## config.mk

```make
export PLATFORM = sky130hd
export DESIGN_NAME = pc_shadow_regs
export DESIGN_NICKNAME = d
export VERILOG_FILES = /design/src/verilog/stack_store.v /design/src/verilog/pc_shadow_regs.v
export VERILOG_INCLUDE_DIRS = /design/src /design/src/include
export SDC_FILE = /design/constraint.sdc
export NUM_CORES = 1
export LEC_CHECK = 0
export CORE_ASPECT_RATIO = 1.5
export CORE_MARGIN = 2
export CORE_UTILIZATION = 60
export CTS_CLUSTER_DIAMETER = 30
export DETAILED_ROUTE_END_ITERATION = 10
export DONT_BUFFER_PORTS = 1
export PLACE_DENSITY = 0.76
export SLEW_MARGIN = 20
export SYNTH_ARGS = -nofsm -noshare
export SYNTH_HDL_FRONTEND = slang
export SYNTH_SLANG_ARGS = --single-unit
```

## constraint.sdc

```tcl
create_clock -name i_clk -period 3.2 [get_ports i_clk]
set_input_delay 0.64 -clock i_clk [delete_from_list [all_inputs] [get_ports i_clk]]
set_output_delay 0.64 -clock i_clk [all_outputs]
set_load 0.005 [all_outputs]
```

## src/include/pc_shadow_defines.vh

```
// offsets, field widths, reset values for the program counter and debug shadow bank
// assumes: included by bare name from verilog/ and bench/ sources
`ifndef PC_SHADOW_DEFINES_VH
`define PC_SHADOW_DEFINES_VH
`define ADDR_W 12
`define PC_W 15
`define OFF_COUNTER_LOW 12'h002
`define OFF_COUNTER_LATCH 12'h00A
`define OFF_STATUS_COPY 12'hFE4
`define OFF_WORKING_COPY 12'hFE5
`define OFF_BANK_COPY 12'hFE6
`define OFF_LATCH_COPY 12'hFE7
`define OFF_PTR0L_COPY 12'hFE8
`define OFF_PTR0H_COPY 12'hFE9
`define OFF_PTR1L_COPY 12'hFEA
`define OFF_PTR1H_COPY 12'hFEB
`define OFF_STACK_PTR 12'hFED
`define OFF_STACK_TOP_LOW 12'hFEE
`define OFF_STACK_TOP_HIGH 12'hFEF
`define BANK31_HI 5'h1F
`define MASK_STATUS 8'h07
`define MASK_BANK 8'h1F
`define MASK_LATCH 8'h7F
`define MASK_STACK_LEVEL_POINTER 8'h1F
`define MASK_TOS_HIGH 8'h7F
`define STACK_DEPTH 16
`define STACK_LEVEL_POINTER_RESET 5'h1F
`define PC_RESET 15'h0000
`endif

```

## src/verilog/stack_store.v

```verilog
// sixteen-entry by fifteen-bit return stack storage, flip-flops addressed by index
// assumes: same clock as the register bank; one write per cycle
`timescale 1ns/1ps
`default_nettype none
`include "pc_shadow_defines.vh"
module stack_store (
  input wire i_clk, // core clock
  input wire i_rst_b, // async reset, active low
  input wire [3:0] i_idx, // entry selected by stack pointer
  input wire i_wr_lo, // write low byte of entry
  input wire i_wr_hi, // write high seven bits of entry
  input wire [7:0] i_wdata, // write data
  output wire [`PC_W-1:0] o_entry // selected entry
);
  // entries are gathered on one flat bus so each flip-flop group has a single driver
  wire [`PC_W*`STACK_DEPTH-1:0] entries_flat;
  genvar g;
  generate
    for (g = 0; g < `STACK_DEPTH; g = g + 1)
    begin : gen_entry
      localparam integer ENTRY_IDX = g;
      reg [`PC_W-1:0] entry_q;
      always @(posedge i_clk or negedge i_rst_b)
      begin
        if (!i_rst_b)
          entry_q <= `PC_RESET;
        else if ({28'h0000000, i_idx} == ENTRY_IDX)
        begin
          if (i_wr_lo)
            entry_q[7:0] <= i_wdata;
          if (i_wr_hi)
            entry_q[14:8] <= i_wdata[6:0];
        end
      end
      assign entries_flat[g*`PC_W +: `PC_W] = entry_q;
    end
  endgenerate
  assign o_entry = entries_flat[i_idx*`PC_W +: `PC_W];
endmodule
`default_nettype wire

```

## src/verilog/pc_shadow_regs.v

```verilog
// program counter with counter-low and latch registers, plus the debug shadow bank
// assumes: register port driven by the core on i_clk; debug state given by i_debug_mode
//
// Contract
// - program counter is fifteen bits, positions fourteen down to zero
// - counter low byte is a software readable and writable register
// - upper seven bits are not software visible; loaded only from the latch
// - every reset clears the whole program counter to zero
// - highest bank reachable only in debug mode unless flagged shared
// - shared-flagged registers reachable from user code and the debugger
// - shadow copies of working, status, bank, latch and both pointer pairs
// - unimplemented addresses and bits read zero, writes ignored
// - writing counter low loads upper seven bits from the latch at once
// - stack top pair reads and writes the entry chosen by stack pointer
`timescale 1ns/1ps
`default_nettype none
`include "pc_shadow_defines.vh"
module pc_shadow_regs (
  input wire i_clk, // 20 MHz core clock
  input wire i_rst_b, // async reset, active low
  input wire [`ADDR_W-1:0] i_addr, // register address
  input wire [7:0] i_wdata, // write data
  input wire i_wr, // write strobe
  input wire i_rd, // read strobe
  output reg [7:0] o_rdata, // read data, cycle after strobe
  input wire i_debug_mode, // debug executive running
  input wire i_pc_inc, // core advances counter by one
  input wire [7:0] i_live_status, // live status flags
  input wire [7:0] i_live_working, // live working register
  input wire [7:0] i_live_bank, // live bank select
  input wire [7:0] i_live_ptr0l, // live pointer 0 low
  input wire [7:0] i_live_ptr0h, // live pointer 0 high
  input wire [7:0] i_live_ptr1l, // live pointer 1 low
  input wire [7:0] i_live_ptr1h, // live pointer 1 high
  output reg [`PC_W-1:0] o_pc, // program counter
  output wire [6:0] o_counter_high_latch // latch value
);
  ////////////////////////////////////////////////////////////////////////////
  // decode
  reg [6:0] counter_high_latch_q;
  reg [2:0] status_copy_q;
  reg [7:0] working_copy_q;
  reg [4:0] bank_copy_q;
  reg [6:0] latch_copy_q;
  reg [7:0] ptr0l_copy_q;
  reg [7:0] ptr0h_copy_q;
  reg [7:0] ptr1l_copy_q;
  reg [7:0] ptr1h_copy_q;
  reg [4:0] stack_ptr_q;
  reg debug_q;
  wire [`PC_W-1:0] tos_entry;
  wire in_bank31 = (i_addr[11:7] == `BANK31_HI);
  // every implemented bank-31 register here is flagged shared, so user code passes
  wire bank_ok = !in_bank31 || i_debug_mode || (i_addr >= `OFF_STATUS_COPY);
  wire wr_ok = i_wr && bank_ok;
  wire wr_pcl = wr_ok && (i_addr == `OFF_COUNTER_LOW);
  wire wr_tos_lo = wr_ok && (i_addr == `OFF_STACK_TOP_LOW);
  wire wr_tos_hi = wr_ok && (i_addr == `OFF_STACK_TOP_HIGH);
  wire enter_debug = i_debug_mode && !debug_q;
  assign o_counter_high_latch = counter_high_latch_q;

  ////////////////////////////////////////////////////////////////////////////
  // program counter
  always @(posedge i_clk or negedge i_rst_b)
  begin
    if (!i_rst_b)
      o_pc <= `PC_RESET;
    else if (wr_pcl)
      o_pc <= {counter_high_latch_q, i_wdata};
    else if (i_pc_inc)
      o_pc <= o_pc + 15'h0001;
  end

  ////////////////////////////////////////////////////////////////////////////
  // latch, shadows, stack pointer
  always @(posedge i_clk or negedge i_rst_b)
  begin
    if (!i_rst_b)
    begin
      counter_high_latch_q <= 7'h00;
      status_copy_q <= 3'h0;
      working_copy_q <= 8'h00;
      bank_copy_q <= 5'h00;
      latch_copy_q <= 7'h00;
      ptr0l_copy_q <= 8'h00;
      ptr0h_copy_q <= 8'h00;
      ptr1l_copy_q <= 8'h00;
      ptr1h_copy_q <= 8'h00;
      stack_ptr_q <= `STACK_LEVEL_POINTER_RESET;
      debug_q <= 1'b0;
    end
    else
    begin
      debug_q <= i_debug_mode;
      if (enter_debug)
      begin
        // capture wins over a software write in the same cycle
        status_copy_q <= i_live_status[2:0];
        working_copy_q <= i_live_working;
        bank_copy_q <= i_live_bank[4:0];
        latch_copy_q <= counter_high_latch_q;
        ptr0l_copy_q <= i_live_ptr0l;
        ptr0h_copy_q <= i_live_ptr0h;
        ptr1l_copy_q <= i_live_ptr1l;
        ptr1h_copy_q <= i_live_ptr1h;
      end
      else if (wr_ok)
      begin
        case (i_addr)
          `OFF_STATUS_COPY: status_copy_q <= i_wdata[2:0];
          `OFF_WORKING_COPY: working_copy_q <= i_wdata;
          `OFF_BANK_COPY: bank_copy_q <= i_wdata[4:0];
          `OFF_LATCH_COPY: latch_copy_q <= i_wdata[6:0];
          `OFF_PTR0L_COPY: ptr0l_copy_q <= i_wdata;
          `OFF_PTR0H_COPY: ptr0h_copy_q <= i_wdata;
          `OFF_PTR1L_COPY: ptr1l_copy_q <= i_wdata;
          `OFF_PTR1H_COPY: ptr1h_copy_q <= i_wdata;
          default:
          begin
          end
        endcase
      end
      if (wr_ok && i_addr == `OFF_COUNTER_LATCH)
        counter_high_latch_q <= i_wdata[6:0];
      if (wr_ok && i_addr == `OFF_STACK_PTR)
        stack_ptr_q <= i_wdata[4:0];
    end
  end

  ////////////////////////////////////////////////////////////////////////////
  // stack storage; pointer bit 4 is stored and read back but never indexes, entry uses low four
  stack_store u_stack (
    .i_clk(i_clk),
    .i_rst_b(i_rst_b),
    .i_idx(stack_ptr_q[3:0]),
    .i_wr_lo(wr_tos_lo),
    .i_wr_hi(wr_tos_hi),
    .i_wdata(i_wdata),
    .o_entry(tos_entry)
  );

  ////////////////////////////////////////////////////////////////////////////
  // read path
  reg [7:0] rd_d;
  always @*
  begin
    rd_d = 8'h00;
    if (bank_ok)
    begin
      case (i_addr)
        `OFF_COUNTER_LOW: rd_d = o_pc[7:0];
        `OFF_COUNTER_LATCH: rd_d = {1'b0, counter_high_latch_q};
        `OFF_STATUS_COPY: rd_d = {5'h00, status_copy_q} & `MASK_STATUS;
        `OFF_WORKING_COPY: rd_d = working_copy_q;
        `OFF_BANK_COPY: rd_d = {3'h0, bank_copy_q} & `MASK_BANK;
        `OFF_LATCH_COPY: rd_d = {1'b0, latch_copy_q} & `MASK_LATCH;
        `OFF_PTR0L_COPY: rd_d = ptr0l_copy_q;
        `OFF_PTR0H_COPY: rd_d = ptr0h_copy_q;
        `OFF_PTR1L_COPY: rd_d = ptr1l_copy_q;
        `OFF_PTR1H_COPY: rd_d = ptr1h_copy_q;
        `OFF_STACK_PTR: rd_d = {3'h0, stack_ptr_q} & `MASK_STACK_LEVEL_POINTER;
        `OFF_STACK_TOP_LOW: rd_d = tos_entry[7:0];
        `OFF_STACK_TOP_HIGH: rd_d = {1'b0, tos_entry[14:8]} & `MASK_TOS_HIGH;
        default: rd_d = 8'h00;
      endcase
    end
  end

  always @(posedge i_clk or negedge i_rst_b)
  begin
    if (!i_rst_b)
      o_rdata <= 8'h00;
    else if (i_rd)
      o_rdata <= rd_d;
    else
      o_rdata <= 8'h00;
  end
endmodule
`default_nettype wire

```

==> Word-level counts from Yosys, hierarchy flattened <==
Cells that the tools add are included.
{ "totals": {"reg_bits": 331, "input_bits": 82, "out_inout_bits": 30, "elab_cells": 169} }
{ "classes": {"add_sub_neg": 1, "multipliers": 1, "magnitude_cmp": 1, "eq_ne": 29, "shifts": 1, "muxes": 29, "n_reduce_logical": 62} }
{ "op_table": {"columns": ["cell", "n"], "rows": [
  ["240-bit by 9-bit variable part select with 15-bit output", 1],
  ["8-bit 2-to-1 mux", 17],
  ["12-bit == test (second input constant)", 11],
  ["8-bit case mux with 13 select lines", 1],
  ["2-bit AND reduction", 40],
  ["4-bit == test (second input constant)", 8],
  ["15-bit 2-to-1 mux", 2],
  ["7-bit 2-to-1 mux", 3],
  ["2-bit nonzero test", 10],
  ["4-bit by 3-bit == test with 1-bit output (second input constant)", 4],
  ["15-bit by 1-bit adder with 15-bit output (second input constant)", 1],
  ["5-bit 2-to-1 mux", 3],
  ["12-bit by 2-bit == test with 1-bit output (second input constant)", 1],
  ["12-bit by 4-bit == test with 1-bit output (second input constant)", 1],
  ["12-bit greater-or-equal comparator (second input constant)", 1],
  ["3-bit 2-to-1 mux", 3],
  ["4-bit by 2-bit == test with 1-bit output (second input constant)", 2],
  ["4-bit by 4-bit multiplier with 8-bit output (second input constant)", 1],
  ["1-bit logical AND", 7],
  ["5-bit == test (second input constant)", 1],
  ["4-bit by 1-bit == test with 1-bit output (second input constant)", 1],
  ["4-bit logical NOT", 1],
  ["1-bit logical NOT", 2],
  ["1-bit logical OR", 2]
]} }

==> Depth between registers and ports, before layout <==
Gate-level depths: netlist (run 1).
{ "depth": {"word_depth": 7, "ltp_mapped": 8, "mapped_depth_nobuf": 6} }

==> Cells and area by module <==
A second synthesis (run 1) with hierarchy kept.
{ "hier_totals": {"cells_unflattened": 1232, "area_unflattened_um2": 16236.8} }
{ "modules_own_cells": {"columns": ["module", "instances", "cells_per_inst", "area_each_um2", "seq_area_each_um2"], "rows": [
  ["stack_store", 1, 686, 10988.0, 6005.8],
  ["pc_shadow_regs", 1, 546, 5248.8, 2283.4]
]} }

==> Least setup slack after synthesis (run 1) <==
No wires, ideal clock.
{ "synth_timing": {"path_kind": "input -> register", "start": "in i_addr[8]", "end": "reg o_pc[11]", "arrival_ns": 2.311, "path_slack_ns": 0.764, "stages": 5, "n_path_buf": 1, "path_cell_list": "or4_4 nor3_4 or4b_1 buf_6 mux2_4"} }
{ "synth_between": {"elab_chain_len": 7, "word_cells_on_any_way": 10} }
{ "synth_rtl": {"columns": ["item", "line_no", "rtl"], "rows": [
  ["start, declared", "pc_shadow_regs.v:21", "input wire [`ADDR_W-1:0] i_addr,"],
  ["branches (longest 5 deep; another with 12-bit greater-or-equal comparator)", null, null],
  ["1-bit logical AND (*)", "pc_shadow_regs.v:56", "wire wr_pcl = wr_ok && (i_addr == `OFF_COUNTER_LOW);"],
  ["15-bit 2-to-1 mux or 2-bit nonzero test (tied branches)", null, null],
  ["end signal, assigned", "pc_shadow_regs.v:67", "o_pc <= `PC_RESET;"],
  ["end signal, assigned", "pc_shadow_regs.v:69", "o_pc <= {counter_high_latch_q, i_wdata};"],
  ["end signal, assigned", "pc_shadow_regs.v:71", "o_pc <= o_pc + 15'h0001;"],
  ["end, declared", "pc_shadow_regs.v:35", "output reg [`PC_W-1:0] o_pc,"]
]} }
Mark *: on every way between the ends.
A chain may end at the register's enable or synchronous reset.

==> Worst setup path in the final report (run 1) <==
{ "layout_timing": {"start": "reg stack_ptr_q[0]", "end": "reg u_stack.gen_entry[13].entry_q[10]"} }
{ "layout_between": {"elab_chain_len": 2} }
{ "layout_rtl": {"columns": ["item", "line_no", "rtl"], "rows": [
  ["start, declared", "pc_shadow_regs.v:49", "reg [4:0] stack_ptr_q;"],
  ["start signal, assigned", "pc_shadow_regs.v:89", "stack_ptr_q <= `STACK_LEVEL_POINTER_RESET;"],
  ["start signal, assigned", "pc_shadow_regs.v:126", "stack_ptr_q <= i_wdata[4:0];"],
  ["4-bit == test", "stack_store.v:27", "else if ({28'h0000000, i_idx} == ENTRY_IDX)"],
  ["2-bit AND reduction (no line)", null, null],
  ["end signal, assigned", "stack_store.v:26", "entry_q <= `PC_RESET;"],
  ["end signal, assigned", "stack_store.v:32", "entry_q[14:8] <= i_wdata[6:0];"],
  ["end, declared", "stack_store.v:22", "reg [`PC_W-1:0] entry_q;"]
]} }
Every way passes these cells.

==> results of run 1 <==
-- layer usage --
metal	vias to the layer above	track usage	wire (um)
li1	4548	-	-
met1	5434	0.358	15900
met2	400	0.513	21200
met3	133	0.0552	2380
met4	0	0.163	2440
met5	-	0	0
-- stage by stage --
stage	cell area (um^2)	util
floorplan	16200	-
global placement	16500	0.622
detailed placement	16500	0.622
CTS	18100	0.682
global route	18100	0.682
finish	18100	0.682
-- sequential cells by signal, indices dropped and copies added, names as in the netlist, 7 cells and up --
register and flops:
u_stack.gen_entry.entry_q 240, o_pc 15, o_rdata 8, ptr0h_copy_q 8, ptr0l_copy_q 8, ptr1h_copy_q 8, ptr1l_copy_q 8, working_copy_q 8
latch_copy_q 7, o_counter_high_latch 7
-- cells in the mapped netlist, types with 4 or more instances --
master    instances  area [um^2]
nor2b_1          12         75.1
nor3_1            9         45.0
nor2_2           14         87.6
clkbuf_1         60          225
nor4_1            5         31.3
nand2_1          93          349
nor3b_1           4         30.0
a22o_1            4         35.0
buf_2            20          100
xor2_1            8         70.1
and3_1            5         31.3
buf_1             9         33.8
nor2_4            4         45.0
a22oi_1          10         75.1
a31oi_1          10         62.6
nand3_1          34          170
dfstp_2           5          131
nand2b_1          5         31.3
mux4_2           59         1330
o21ai_0          57          285
mux2_2          260         2930
dfrtp_1         326         8160
nand4_1           9         56.3
a21oi_1          19         95.1
xnor2_1           6         52.6
nor2_1           27          101
mux2_1            6         67.6
a32oi_1           8         70.1
mux2i_1          75          751
-- worst max-delay path by stage --
stage,start,to,slack (ps),depth (start not counted)
after floorplan,i_addr[8],o_pc[11]$_DFFE_PN0P_,760,5
after global placement,stack_ptr_q[0]$_DFFE_PN1P_,u_stack.gen_entry[13].entry_q[13]$_DFFE_PN0P_,500,5
after detailed placement,stack_ptr_q[0]$_DFFE_PN1P_,u_stack.gen_entry[13].entry_q[10]$_DFFE_PN0P_,430,5
after CTS,stack_ptr_q[0]$_DFFE_PN1P_,u_stack.gen_entry[13].entry_q[10]$_DFFE_PN0P_,400,5
after global routing,stack_ptr_q[0]$_DFFE_PN1P_,u_stack.gen_entry[13].entry_q[10]$_DFFE_PN0P_,250,5
final,stack_ptr_q[0]$_DFFE_PN1P_,u_stack.gen_entry[13].entry_q[10]$_DFFE_PN0P_,360,5
-- worst max-delay path, delay by kind of cell, from the launching register on --
kind | cells | cell delay, ps
muxes | 1 | 430
and+or+nand+nor | 4 | 1520
DFF | 1 | 750
-- where the power goes --
group          switching, mW  internal (mW)  total (mW)  leakage (nW)
registers              0.150           4.31        4.46          4.52
logic                  0.195          0.173       0.368          3.07
clock network           1.96           3.20        5.16         0.758
-- final cells by class --
class	instances	area [um^2]
fillers	1859	8430
flip-flops and latches	331	8290
multi-input cells	809	7490
clock buffers	54	1230
well taps	337	422
clock inverters	28	340
repair buffers	32	278
inverters	3	11.3
-- cell usage in the layout, fill, tap and decap left out, types with 4 or more instances in the layout --
master,count
clkinv_4,5
clkinvlp_4,5
nor2_1,27
nand3_1,34
mux4_2,59
o21ai_0,57
nor4_1,5
a21oi_1,19
a32oi_1,8
clkbuf_16,47
nand4_1,9
a22o_1,4
dfrtp_1,326
mux2_2,260
dfstp_2,5
nor3_1,9
nor2_2,14
bufinv_16,5
nand2b_1,5
a22oi_1,10
clkbuf_1,4
inv_6,7
clkinv_2,4
nor2b_1,11
mux2_1,6
nor3b_1,4
xnor2_1,6
a31oi_1,10
buf_4,29
xor2_1,8
nand2_1,93
nor2_4,4
and3_1,5
mux2i_1,75
-- logic make-up after synthesis --
kind of cell / after synthesis / synth area share
adder cells (fa/ha/maj): 1 / 0.000774
AO/OA/AOI/OAI: 140 / 0.0553
AND/OR/NAND/NOR: 252 / 0.0830
buffers and inverters: 95 / 0.0250
multiplexers: 402 / 0.316
flip-flops: 331 / 0.513
XOR/XNOR: 14 / 0.00758
==> flow_summary.toml, run 1 <==
[run_status]
status = "finished, violations left"
failed_checks = "negative hold slack"

[worst_setup_path]
crit_top_cell = "nand3_1"
cpPeakStageDelay_ps = 750
slowest_stage = "dfstp_2"
r2r_cells = 5
rrSetupSlack_ps = 360
path_cells = "nor2b_1 -> nand3_1 -> nor3_1 -> nand3_1 -> mux2_2"
endpoint_kind = "flop"
reg2reg_to = "u_stack.gen_entry[13].entry_q[10]$_DFFE_PN0P_"
cp-start-kind = "flop"
critPathMaxFanout = 18
arrival_ps = 3260
reg2reg_from = "stack_ptr_q[0]$_DFFE_PN1P_"
required_ps = 3620
path_class = "flop to flop"

[power_and_ir_drop]
leakage_nw = 8.35
finalPower_mw = 9.99
powerDensity_nw_per_um2 = 553
peakVddDrop_v = 0.000767

[cells_and_area]
drive_above_1_share = 0.373
layout.nets = 1305
syn_to_final_growth_pct = 11.7
diodes = 0
final_cells = 1594

[synthesis]
async_flop_share = 1.00
synth-seq-cells = 331
yosys_most_used_dff = "dfrtp_1"
synth_seq_area_share = 0.513
yosysWarnings = 0
synth_edf_count = 0
syn_area_um2 = 16200
synthesis.nets = 1318
netlist_instances = 1235
syn_avg_cell_area_um2 = 13.1
yosysUniqueCellTypes = 72

[clock_tree]
cts_htree_levels = 2
postCtsResizedCells = 0
cts_tree = "yes"
post_cts_buffers = 0
clock_sinks = 331
clock_latency_ps = 550
cts_made_buffers = 45
root_buffer = "clkbuf_16"
cts.path.max_buffers = 3
clkTransAtPathRegs_ps = 60

[die]
fp.dieH_um = 205
rows = 73
die_area_um2 = 28300
initial_core_util = 0.610
pin_count = 112
core_um2 = 26500
die_x_um = 138

[place]
place_inst = 1512
io_buffers = 0
hpwl_um = 27600
dp_slack_ps = 434
place_congestion = 0.934

[timing]
setup_tns_ps = 0
fmax_ghz = 0.352
worst_slew_pin_slew_ps = 813
setup_viol = 0
skew_ps = 20.8
rsz0062_at_grt = "false"
finalCriticalPeriod_ps = 2840
slew_headroom = 0.456
drv_slew = 0
whs_ps = -214
period_share = 0.887
hold_viol_final = 326
worst_slack_ps = 361

[detailed_routing]
routed_wl_um = 41900
ant_nets = 0
dr.pass1.iters = 5
vias = 10500
remaining_drc_errors = 0
wire_per_inst_um = 26.3
drt_iter0_drc = 759
post_drt_via_cell_ratio = 6.60

[job]
maxCapViolations = 0

[grt]
antenna_found_initial = 0
grt_pass1_wl_um = 65100
grtUsageTotal = 0.298
grt_max_degree = 332
grt-ovfl-total = 0
first_global_vias = 11000

[hold_path]
hp-class = "primary input to asynchronous set/reset pin"
Note: power is estimated with default switching activity, not from simulation.
==> run 2: changes to the inputs <==
--- a/config.mk
+++ b/config.mk
@@ -13,6 +13,7 @@
 export DETAILED_ROUTE_END_ITERATION = 10
 export DONT_BUFFER_PORTS = 1
 export PLACE_DENSITY = 0.76
+export SETUP_SLACK_MARGIN = 0.5
 export SLEW_MARGIN = 20
 export SYNTH_ARGS = -nofsm -noshare
 export SYNTH_HDL_FRONTEND = slang
==> run 2 against run 1 <==
  * The run still ends with negative hold slack left
  * Clock power barely moved
  * Register-to-register slack improved by 230 ps
  * Worst setup slack improved by 230 ps
  * Core utilization barely moved
  * Largest cell class unchanged
  * Critical path type unchanged
  * Clock skew up 0.64 ps
  * Cell count did not move
  * Combinational power about the same
==> flow_summary.toml, run 2 (synthesized netlist as in run 1, its figures left out) <==
[power_and_ir_drop]
finalPower_mw = 9.98
peakVddDrop_v = 0.000766
powerDensity_nw_per_um2 = 552
leakage_nw = 8.35

[detailed_routing]
drt_iter0_drc = 828
vias = 10500
remaining_drc_errors = 0
wire_per_inst_um = 26.2
post_drt_via_cell_ratio = 6.61
ant_nets = 0
dr.pass1.iters = 5
routed_wl_um = 41800

[clock_tree]
root_buffer = "clkbuf_16"
clock_latency_ps = 550
clkTransAtPathRegs_ps = 60
cts_htree_levels = 2
cts.path.max_buffers = 3
cts_tree = "yes"
cts_made_buffers = 45
clock_sinks = 331

[cells_and_area]
layout.nets = 1305
mostFrequentLayoutCell = "dfrtp_1"
nFillCells = 1860
finalInstanceArea_um2 = 18100
syn_to_final_growth_pct = 11.8
largest_reg_flops = 240
layout_common_cells = "dfrtp_1 (326), mux2_2 (260), nand2_1 (93), mux2i_1 (75), mux4_2 (59)"
drive_above_1_share = 0.375
diodes = 0
final_cells = 1594
reg_top3 = "u_stack.gen_entry.entry_q: 240 flops, o_pc: 15 flops"
regMostFlops = "u_stack.gen_entry.entry_q"

[timing]
setup_viol = 0
slew_headroom = 0.432
hold_viol_final = 326
rsz0062_at_grt = "false"
skew_ps = 21.5
whs_ps = -214
worst_slew_pin_slew_ps = 852
finalCriticalPeriod_ps = 2610
fmax_ghz = 0.383
drv_slew = 0
setup_tns_ps = 0
period_share = 0.815

[grt]
grt-ovfl-total = 0
antenna_found_initial = 0
grt_pass1_wl_um = 65200
top_usage_layer = "met2"
use_met2 = 0.513
grtUsageTotal = 0.299
met3_usage = 0.0554
globalRouteMet1Util = 0.359
first_global_vias = 11100
grt_max_degree = 332

[worst_setup_path]
required_ps = 3630
startpoint = "stack_ptr_q[3]$_DFFE_PN1P_"
critPathMaxFanout = 18
path_class = "flop to flop"
reg2reg_from = "stack_ptr_q[3]$_DFFE_PN1P_"
endpoint_kind = "flop"
arrival_ps = 3040
cp-start-kind = "flop"

[place]
hpwl_um = 27600
placed_cell_area_um2 = 16500
place_inst = 1512
io_buffers = 0
place_congestion = 0.934

[run_status]
failed_checks = "negative hold slack"
status = "finished, violations left"

[die]
die_area_um2 = 28300
initial_core_util = 0.610
die_x_um = 138
rows = 73
fp.dieH_um = 205
pin_count = 112
core_um2 = 26500

[hold_path]
hp-class = "primary input to asynchronous set/reset pin"

[job]
maxCapViolations = 0
-- run 2: cell count changes in the layout (fill, tap and decap cells not counted) --
cell     before  now
nand3_1      34   33
nand3_2       3    4
nor2b_1      11   10
nor2b_2       0    1
nor3_1        9    8
nor3_2        1    2
-- run 2: per-stage QoR --
| stage | utilization | worst slack [ps] | hold slack, ps |
|---|---|---|---|
| after global routing | 0.682 | 509 | -226 |
| after CTS | 0.682 | 535 | -227 |
| after global placement | 0.622 | 499 | 351 |
| after detailed placement | 0.622 | 434 | 351 |
| final | 0.682 | 592 | -214 |
| after floorplan | - | 764 | 344 |
-- run 2: worst paths after layout --
kind	endpoint	slack [ps]	depth (start not counted)
worst min register to register	u_stack.gen_entry[13].entry_q[1]$_DFFE_PN0P_	490	1
max in group asynchronous	latch_copy_q[0]$_DFFE_PN0P_	2690	0
worst max-delay path	u_stack.gen_entry[15].entry_q[0]$_DFFE_PN0P_	590	4
min in group i_clk	debug_q$_DFF_PN0_	120	0
worst min-delay path	ptr1h_copy_q[2]$_DFFE_PN0P_	-210	0
worst max register to register	u_stack.gen_entry[15].entry_q[0]$_DFFE_PN0P_	590	4
-- run 2: worst max-delay path: stages (launching register included) --
cell and delay [ps]:
dfstp_2 960, buf_4 290, nand2_1 220, nor2_2 610, mux2_2 420
-- run 2: final cells by class --
class                   count  area (um^2)  share of cell area
clock inverters            28          340              0.0188
inverters                   3         11.3            0.000623
flip-flops and latches    331         8290               0.459
well taps                 337          422              0.0233
multi-input cells         809         7500               0.415
repair buffers             32          278              0.0154
clock buffers              54         1230              0.0682
-- run 2: timing repair --
action | in CTS | in global routing
setup endpoints to repair | 9 | 32
pin swaps | 0 | 0
setup buffers | 0 | 0
resized for setup | 2 | 1
hold endpoints to repair | 329 | 326
-- run 2: power breakdown --
group / switching, mW / total, mW / internal [mW]
sequential: 0.148 / 4.46 / 4.31
combinational: 0.195 / 0.368 / 0.173
clock: 1.96 / 5.16 / 3.20
total: 2.30 / 9.98 / 7.68
-- run 2: layer usage --
| metal | up-vias | routed length [um] |
|---|---|---|
| met5 | - | 0 |
| met4 | 0 | 2480 |
| met3 | 143 | 2490 |
| met2 | 431 | 21100 |
| met1 | 5409 | 15700 |
| li1 | 4553 | - |
